File: src/verilog/elc_pkg.sv
// Constants and carrier types for the added-lane and sync-header configuration block.
// Assumes a single 40 MHz clock and a plain strobe register port from host software.
// Notes on behaviour
// - Link A mask bits 7:1 clock lanes A1-A7
// - Link B mask bits 7:1 clock lanes B1-B7
// - Bit 0 adds serializers, else clocks only
// - Added lanes follow format rate and test mode
// - Added-only lanes send octet ramp on test 0/5
// - Channel power-down keeps added lanes inactive
// - Serializer n clocked only if lanes below enabled
// - Sync-header select bits 1:0, 64b/66b only
// - Code 0 CRC-12, code 2 FEC, others reserved
// - All sync-word command fields driven zero
// - Both channels down powers whole link subsystem down
package elc_pkg;

    localparam int          ADDR_W          = 12;
    localparam int          DATA_W          = 8;
    localparam int          LANES           = 8;
    localparam int          TEST_W          = 4;

    localparam logic [11:0] OFS_EXTRA_A     = 12'h20A;
    localparam logic [11:0] OFS_EXTRA_B     = 12'h20B;
    localparam logic [11:0] OFS_SH_MODE     = 12'h20F;

    localparam logic [7:0]  RST_EXTRA       = 8'h00;
    localparam logic [7:0]  RST_SH_MODE     = 8'h00;

    localparam int          SER_ON_BIT      = 0;
    localparam int          MASK_LSB        = 1;
    localparam int          MASK_MSB        = 7;
    localparam int          SH_LSB          = 0;
    localparam int          SH_MSB          = 1;

    localparam logic [1:0]  SH_CRC12        = 2'h0;
    localparam logic [1:0]  SH_FEC          = 2'h2;

    localparam logic [3:0]  TEST_NONE       = 4'h0;
    localparam logic [3:0]  TEST_RAMP       = 4'h4;
    localparam logic [3:0]  TEST_ALT        = 4'h5;

    localparam logic [7:0]  RD_UNMAPPED     = 8'h00;

    typedef enum logic [1:0] {
        ELC_SH_NONE  = 2'b00,
        ELC_SH_CRC12 = 2'b01,
        ELC_SH_FEC   = 2'b10
    } elc_sh_e;

    // Per-link lane controls towards the serial output path
    typedef struct packed {
        logic [7:0] clk_en;
        logic [7:0] ser_en;
        logic [7:0] ramp_force;
        logic [3:0] test_sel;
    } elc_lane_s;

    typedef struct packed {
        logic [7:0] format_lanes;
        logic       pd;
    } elc_link_in_s;

endpackage

File: src/verilog/elc_cfg.sv
// Added-lane enables and sync-header content selection for serial links A and B.
// Assumes format lanes, test selection and power-down come from logic on the same clock.
//
// Chosen here: the plain strobed port.
module elc_cfg (
    input  wire logic                        clk,
    input  wire logic                        nrst,
    input  wire logic [elc_pkg::ADDR_W-1:0]  reg_addr,
    input  wire logic [elc_pkg::DATA_W-1:0]  reg_wdata,
    input  wire logic                        reg_wr,
    input  wire logic                        reg_rd,
    output logic      [elc_pkg::DATA_W-1:0]  reg_rdata,
    input  wire logic                        serial_link_enable,
    input  wire logic                        format_is_64b66b,
    input  wire logic [elc_pkg::TEST_W-1:0]  lane_test_pattern_select,
    input  wire elc_pkg::elc_link_in_s       link_a_in,
    input  wire elc_pkg::elc_link_in_s       link_b_in,
    output elc_pkg::elc_lane_s               link_a_lanes,
    output elc_pkg::elc_lane_s               link_b_lanes,
    output elc_pkg::elc_sh_e                 sync_header_content,
    output logic      [3:0]                  sync_cmd_field,
    output logic                             subsystem_power_down
);

    logic [7:0]            extra_a_q;
    logic [7:0]            extra_b_q;
    logic [7:0]            sh_mode_q;
    elc_pkg::elc_lane_s    lane_a_d;
    elc_pkg::elc_lane_s    lane_b_d;
    elc_pkg::elc_sh_e      sh_d;
    logic                  all_down;

    ////////////////////////////////////////////////////////////////////////////
    // Register writes; ordering against the link enable is the host's job

    always_ff @(posedge clk) begin
        if (!nrst) begin
            extra_a_q <= elc_pkg::RST_EXTRA;
            extra_b_q <= elc_pkg::RST_EXTRA;
            sh_mode_q <= elc_pkg::RST_SH_MODE;
        end else if (reg_wr) begin
            unique case (reg_addr)
                elc_pkg::OFS_EXTRA_A: extra_a_q <= reg_wdata;
                elc_pkg::OFS_EXTRA_B: extra_b_q <= reg_wdata;
                elc_pkg::OFS_SH_MODE: sh_mode_q <= reg_wdata;
                default: ;
            endcase
        end
    end

    always_ff @(posedge clk) begin
        if (!nrst) begin
            reg_rdata <= elc_pkg::RD_UNMAPPED;
        end else if (reg_rd) begin
            unique case (reg_addr)
                elc_pkg::OFS_EXTRA_A: reg_rdata <= extra_a_q;
                elc_pkg::OFS_EXTRA_B: reg_rdata <= extra_b_q;
                elc_pkg::OFS_SH_MODE: reg_rdata <= sh_mode_q;
                default:              reg_rdata <= elc_pkg::RD_UNMAPPED;
            endcase
        end else begin
            reg_rdata <= elc_pkg::RD_UNMAPPED;
        end
    end

    ////////////////////////////////////////////////////////////////////////////
    // Lane computation, shared by both links

    function automatic elc_pkg::elc_lane_s lanes_for(
        input logic [7:0]                extra,
        input elc_pkg::elc_link_in_s     li,
        input logic                      down,
        input logic [elc_pkg::TEST_W-1:0] tsel
    );
        logic [7:0]       added;
        logic [7:0]       active;
        logic [7:0]       chain;
        elc_pkg::elc_lane_s r;
        added  = {extra[elc_pkg::MASK_MSB:elc_pkg::MASK_LSB], 1'b0};
        active = li.format_lanes | added;
        if (li.pd || down) begin
            active = 8'h00;
        end
        chain = 8'h00;
        chain[0] = active[0];
        for (int n = 1; n < elc_pkg::LANES; n++) begin
            chain[n] = chain[n-1] & active[n];
        end
        r.clk_en = active;
        // Format lanes serialize when they and all lanes below are active; added ones only with bit 0 set
        r.ser_en = chain & (li.format_lanes | (extra[elc_pkg::SER_ON_BIT] ? added : 8'h00));
        if ((tsel == elc_pkg::TEST_NONE) || (tsel == elc_pkg::TEST_ALT)) begin
            r.ramp_force = active & ~li.format_lanes;
        end else begin
            r.ramp_force = 8'h00;
        end
        r.test_sel = tsel;
        return r;
    endfunction

    always_comb begin
        all_down = link_a_in.pd & link_b_in.pd;
        lane_a_d = lanes_for(extra_a_q, link_a_in, all_down, lane_test_pattern_select);
        lane_b_d = lanes_for(extra_b_q, link_b_in, all_down, lane_test_pattern_select);
        if (!format_is_64b66b || !serial_link_enable) begin
            sh_d = elc_pkg::ELC_SH_NONE;
        end else if (sh_mode_q[elc_pkg::SH_MSB:elc_pkg::SH_LSB] == elc_pkg::SH_FEC) begin
            sh_d = elc_pkg::ELC_SH_FEC;
        end else begin
            // Reserved codes fall back to the reset behaviour
            sh_d = elc_pkg::ELC_SH_CRC12;
        end
    end

    ////////////////////////////////////////////////////////////////////////////
    // Registered outputs

    always_ff @(posedge clk) begin
        if (!nrst) begin
            link_a_lanes         <= '0;
            link_b_lanes         <= '0;
            subsystem_power_down <= 1'b0;
        end else begin
            link_a_lanes         <= lane_a_d;
            link_b_lanes         <= lane_b_d;
            subsystem_power_down <= all_down;
        end
    end

    always_ff @(posedge clk) begin
        if (!nrst) begin
            sync_header_content <= elc_pkg::ELC_SH_NONE;
            sync_cmd_field      <= 4'h0;
        end else begin
            sync_header_content <= sh_d;
            sync_cmd_field      <= 4'h0;
        end
    end

endmodule

File: config.mk
export PLATFORM = sky130hd
export DESIGN_NAME = elc_cfg
export DESIGN_NICKNAME = d
export VERILOG_FILES = /design/src/verilog/elc_pkg.sv /design/src/verilog/elc_cfg.sv
export SDC_FILE = /design/constraint.sdc
export NUM_CORES = 1
export LEC_CHECK = 0
export BUFFER_PORTS_ARGS = -buffer_cell sky130_fd_sc_hd__buf_2
export CAP_MARGIN = 15
export CORE_ASPECT_RATIO = 0.7
export CORE_MARGIN = 2
export CORE_UTILIZATION = 46
export CTS_CLUSTER_DIAMETER = 100
export CTS_CLUSTER_SIZE = 14
export DETAILED_ROUTE_END_ITERATION = 6
export GPL_TIMING_DRIVEN = 0
export PLACE_DENSITY_LB_ADDON = 0.25
export SYNTH_ARGS = -nofsm -noshare
export SYNTH_HDL_FRONTEND = slang
export SYNTH_SLANG_ARGS = --single-unit
export TNS_END_PERCENT = 20
File: constraint.sdc
create_clock -name clk -period 1.7 [get_ports clk]
set_input_delay 0.34 -clock clk [delete_from_list [all_inputs] [get_ports clk]]
set_output_delay 0.34 -clock clk [all_outputs]
set_load 0.1 [all_outputs]
# Yosys cells after proc, flatten, opt, wreduce, memory -nomap -nowiden
# Index checks and enable logic that the tools add are counted.
[word_totals]
reg_bits = 87
output_inout_bits = 71
word_cells = 63
[op_classes]
eq_ne = 5
mux = 6
bitwise_logic = 26
reduce_logical = 13
[ops]
columns = ["op", "count"]
rows = [
  ["== test 12 x 10 -> 1 bit, second input constant", 3],
  ["AND 8 bit", 4],
  ["2-to-1 mux 8 bit", 4],
  ["bitwise OR 8 bit", 4],
  ["one-hot mux 8 bit (3 select lines)", 1],
  ["NOT 8 bit", 2],
  ["AND 1 bit", 15],
  ["AND reduction 2 bit", 5],
  ["== test 4 x 3 -> 1 bit, second input constant", 1],
  ["zero test 4 bit", 1],
  ["logical OR 1 bit", 4],
  ["== test 2 bit, second input constant", 1],
  ["zero test 1 bit", 2],
  ["2-to-1 mux 2 bit", 1],
  ["OR reduction 2 bit", 1],
  ["NOT 1 bit", 1],
]

# Longest topological paths before layout
[logic_depth]
ltp_word = 11
mapped_depth = 4
ltp_nobuf = 3

# Least setup slack after synthesis
# No wires, ideal clock.
[synth_path]
kind = "flip-flop to output port"
startpoint = "register link_b_lanes[0] (netlist bit)"
endpoint = "output link_b_lanes[0] (netlist bit)"
arrival_ps = 1356
required_ps = 1360
path_slack_ps = 4
stages_incl_launch_ff = 2
path_buffers = 1
path_cell_list = "dfxtp_1 buf_4"
[synth_lines]
columns = ["item", "line_no", "text"]
rows = [
  ["start, declared", "elc_cfg.sv:19", "output elc_pkg::elc_lane_s link_b_lanes,"],
  ["start signal, assigned", "elc_cfg.sv:125", "link_b_lanes <= lane_b_d;"],
]
# No word-level cell between the ends.

# Worst setup path after layout
[layout_path]
startpoint = "register link_b_lanes[2] (netlist bit)"
endpoint = "output link_b_lanes[2] (netlist bit)"
# No word-level cell between the ends.

==> flow_summary.yaml <==
run_status:
  status: "completed"
critical_path:
  rr_worst_depth: 4
  end_kind: "output pin"
  r2r_end: "link_b_lanes[19]$_SDFF_PN0_"
  worstPathMaxFanout: 2
  r2r_slack_ns: 0.40
  cp-endpoint: "link_b_lanes[2]"
  cp.required_ns: 1.36
  crit_type: "reg2out"
  cp.arrival_ns: 1.23
  crit_start: "link_b_lanes[2]$_SDFF_PN0_"
  start_kind: "flip-flop"
  r2r-start: "extra_b_q[0]$_SDFFE_PN0P_"
die:
  start_util_pct: 48.18
  fp.dieH_um: 72.16
  core_area_um2: 6336
  row_count: 24
  dieArea_um2: 7315
  io_pins: 119
  die_x_um: 101.4
synth:
  yosysTopAreaCell: "dfxtp_1"
  ys_ff_latch: 87
  async_flop_share_pct: 0
  synth_cell_types: 30
  synth_edf_count: 0
  ys_warn_count: 0
  synthesis.area_um2: 3053
  syn_area_per_cell_um2: 10.11
  syn_inst: 302
  yosys_most_used_dff: "dfxtp_1"
  ys_seq_area_share_pct: 57.05
  synth_area_leaders: "dfxtp_1 (57%), mux2i_1 (7.9%), nor2_1 (4.8%), nand2_1 (4.2%), nor3b_1 (3.9%)"
  synth_top_area_share_pct: 57.05
run:
  maxCapViolCount: 0
timing:
  final_hold_viol_count: 0
  worstMarginPinSlew_ns: 0.7246
  rsz0062_at_grt: "no"
  finalMaxSlewViolations: 0
  max_slew_margin_pct: 51.48
  setup_violations: 0
  fin_crit_sh_pct: 92.10
  fmax_mhz: 638.7
  min_period_ns: 1.566
  setup_tns_ns: 0
  fin_skew_ns: 0.008303
clock_network:
  cts_sinks: 87
  post_cts_resized: 0
  cts_hold_buf: 0
  numCtsBuffers: 9
  root_buffer: "clkbuf_8"
  cts_setup_buffers: 0
  insertion_delay_ns: 0.35
  clkTransAtPathRegs_ns: 0.09
  cts_tree: "yes"
  h-tree-depth: 3
  cts_buffer_depth: 2
final_layout:
  layout-drive-gt1-share_pct: 35.24
  fin_area_um2: 3936
  num_antenna_cells: 0
  fillers: 576
  final_nets: 480
  fin_util_pct: 62.12
  area_growth_pct: 28.93
  fin_cells: 528
placement:
  dpl-instance-area_um2: 3756
  io_buffers: 114
  place.gp.congestion: 0.8094
  dp_hpwl_um: 5591
  place_inst: 512
power_and_ir_drop:
  p_total_mw: 3.899
  power_density_nw_per_um2: 990.6
  vdd.ir_drop.worst_mv: 0.8094
  leakagePower_nw: 1.903
global_routing:
  grt_pass1_wl_um: 11150
  grt_antenna_before_repair: 0
  first_global_vias: 2370
  grt_use_total_pct: 19.88
  gr-total-overflow: 0
  grt_max_degree: 17
route:
  drc: 0
  drt_iter0_markers: 122
  drt-total-wl_um: 7193
  via_per_inst: 4.824
  first_pass_iters: 4
  ant_nets: 0
  wl_per_cell_um: 13.62
  vias: 2547
min_path:
  min_path_type: "in2reg"
  holdCritStartpoint: "link_a_in[4]"
flip-flops by register name, summed over array words and instances (netlist names):
| register | flops |
|---|---|
| link_b_lanes | 28 |
| sh_mode_q | 8 |
| extra_a_q | 8 |
| sync_header_content | 2 |
| link_a_lanes | 24 |
| extra_b_q | 8 |
| reg_rdata | 8 |
| subsystem_power_down | 1 |
cells in the mapped netlist, types with 8 or more instances:
library cell,n
a21oi_1,10
nor2_1,39
nand2_1,34
clkbuf_1,8
and2_1,9
a22oi_1,8
nor3b_1,16
dfxtp_1,87
buf_4,8
nor3_1,16
mux2i_1,24
mux2_2,8
worst max-delay path: stages (launching register included):
cell and delay, ns:
dfxtp_1 0.36, buf_4 0.11, buf_2 0.41
metal layers:
metal / vias up / global-route usage, % / share of wire, %
met3: 2 / 7.129 / 8.3
met4: 0 / 4.505 / 0.35
met2: 103 / 30.32 / 44
met1: 1165 / 27.31 / 47
met5: - / 0 / 0
li1: 1277 / - / -
how the worst min path moves through the flow:
| stage | to | slack, ns | depth (start not counted) |
|---|---|---|---|
| after floorplan | link_a_lanes[10]$_SDFF_PN0_ | 0.42 | 1 |
| after global placement | sh_mode_q[3]$_SDFFE_PN0P_ | 0.44 | 2 |
| after detailed placement | sh_mode_q[2]$_SDFFE_PN0P_ | 0.45 | 2 |
| after CTS | link_a_lanes[9]$_SDFF_PN0_ | 0.16 | 2 |
| after global routing | link_b_lanes[9]$_SDFF_PN0_ | 0.15 | 2 |
| final | link_a_lanes[7]$_SDFF_PN0_ | 0.17 | 2 |
layout make-up:
| class | count | area, µm² | share of cell area [%] |
|---|---|---|---|
| repair buffers | 114 | 570.5 | 14.49 |
| clock inverters | 7 | 56.30 | 1.430 |
| well taps | 91 | 113.9 | 2.893 |
| multi-input cells | 199 | 1217 | 30.93 |
| plain buffers | 19 | 105.1 | 2.670 |
| clock buffers | 9 | 123.9 | 3.147 |
| inverters | 2 | 7.507 | 0.1907 |
| flip-flops and latches | 87 | 1742 | 44.25 |
report_power, final:
part / internal, mW / switching [mW]
clock network: 0.545 / 0.747
logic: 0.113 / 0.421
registers: 2.06 / 0.00785
kinds of logic (layout without fill, tap and decap cells):
logic type	count (synthesis)	count (layout)	synth area share, %
other	1	6	0.1228
flip-flops	87	87	57.05
buffers and inverters	21	151	3.689
XOR/XNOR	1	1	0.2869
AO/OA/AOI/OAI	22	22	4.632
AND/OR/NAND/NOR	138	138	23.40
multiplexers	32	32	10.82
stage by stage:
step           worst slack [ns]  hold slack (ns)
6_report                 0.1344           0.1732
5_1_grt                 0.07896           0.1494
4_1_cts                  0.1116           0.1550
3_5_place_dp           -0.07141           0.4538
3_3_place_gp           0.003230           0.4423
2_1_floorplan          0.003773           0.4161
layout by cell type, fill, tap and decap left out:
cell / instances
nand2_1: 34
nand2b_1: 2
and3_1: 1
mux2i_1: 24
conb_1: 6
clkinv_4: 3
nor3_1: 16
and4b_1: 1
nor2b_1: 4
nor4_2: 1
o22ai_1: 1
clkbuf_8: 9
o211ai_1: 1
a21oi_1: 10
nor3b_1: 16
inv_6: 2
nand4_2: 2
dfxtp_1: 87
mux2_2: 8
and2_1: 9
xnor2_1: 1
o22a_1: 2
buf_2: 117
nand3_1: 6
inv_1: 2
nor4b_2: 1
or4_4: 1
clkinvlp_4: 1
clkinv_2: 1
or3_1: 3
clkbuf_1: 8
and4_1: 2
buf_4: 8
nor2_1: 39
a22oi_1: 8
Note: power is estimated with default switching activity, not from simulation.
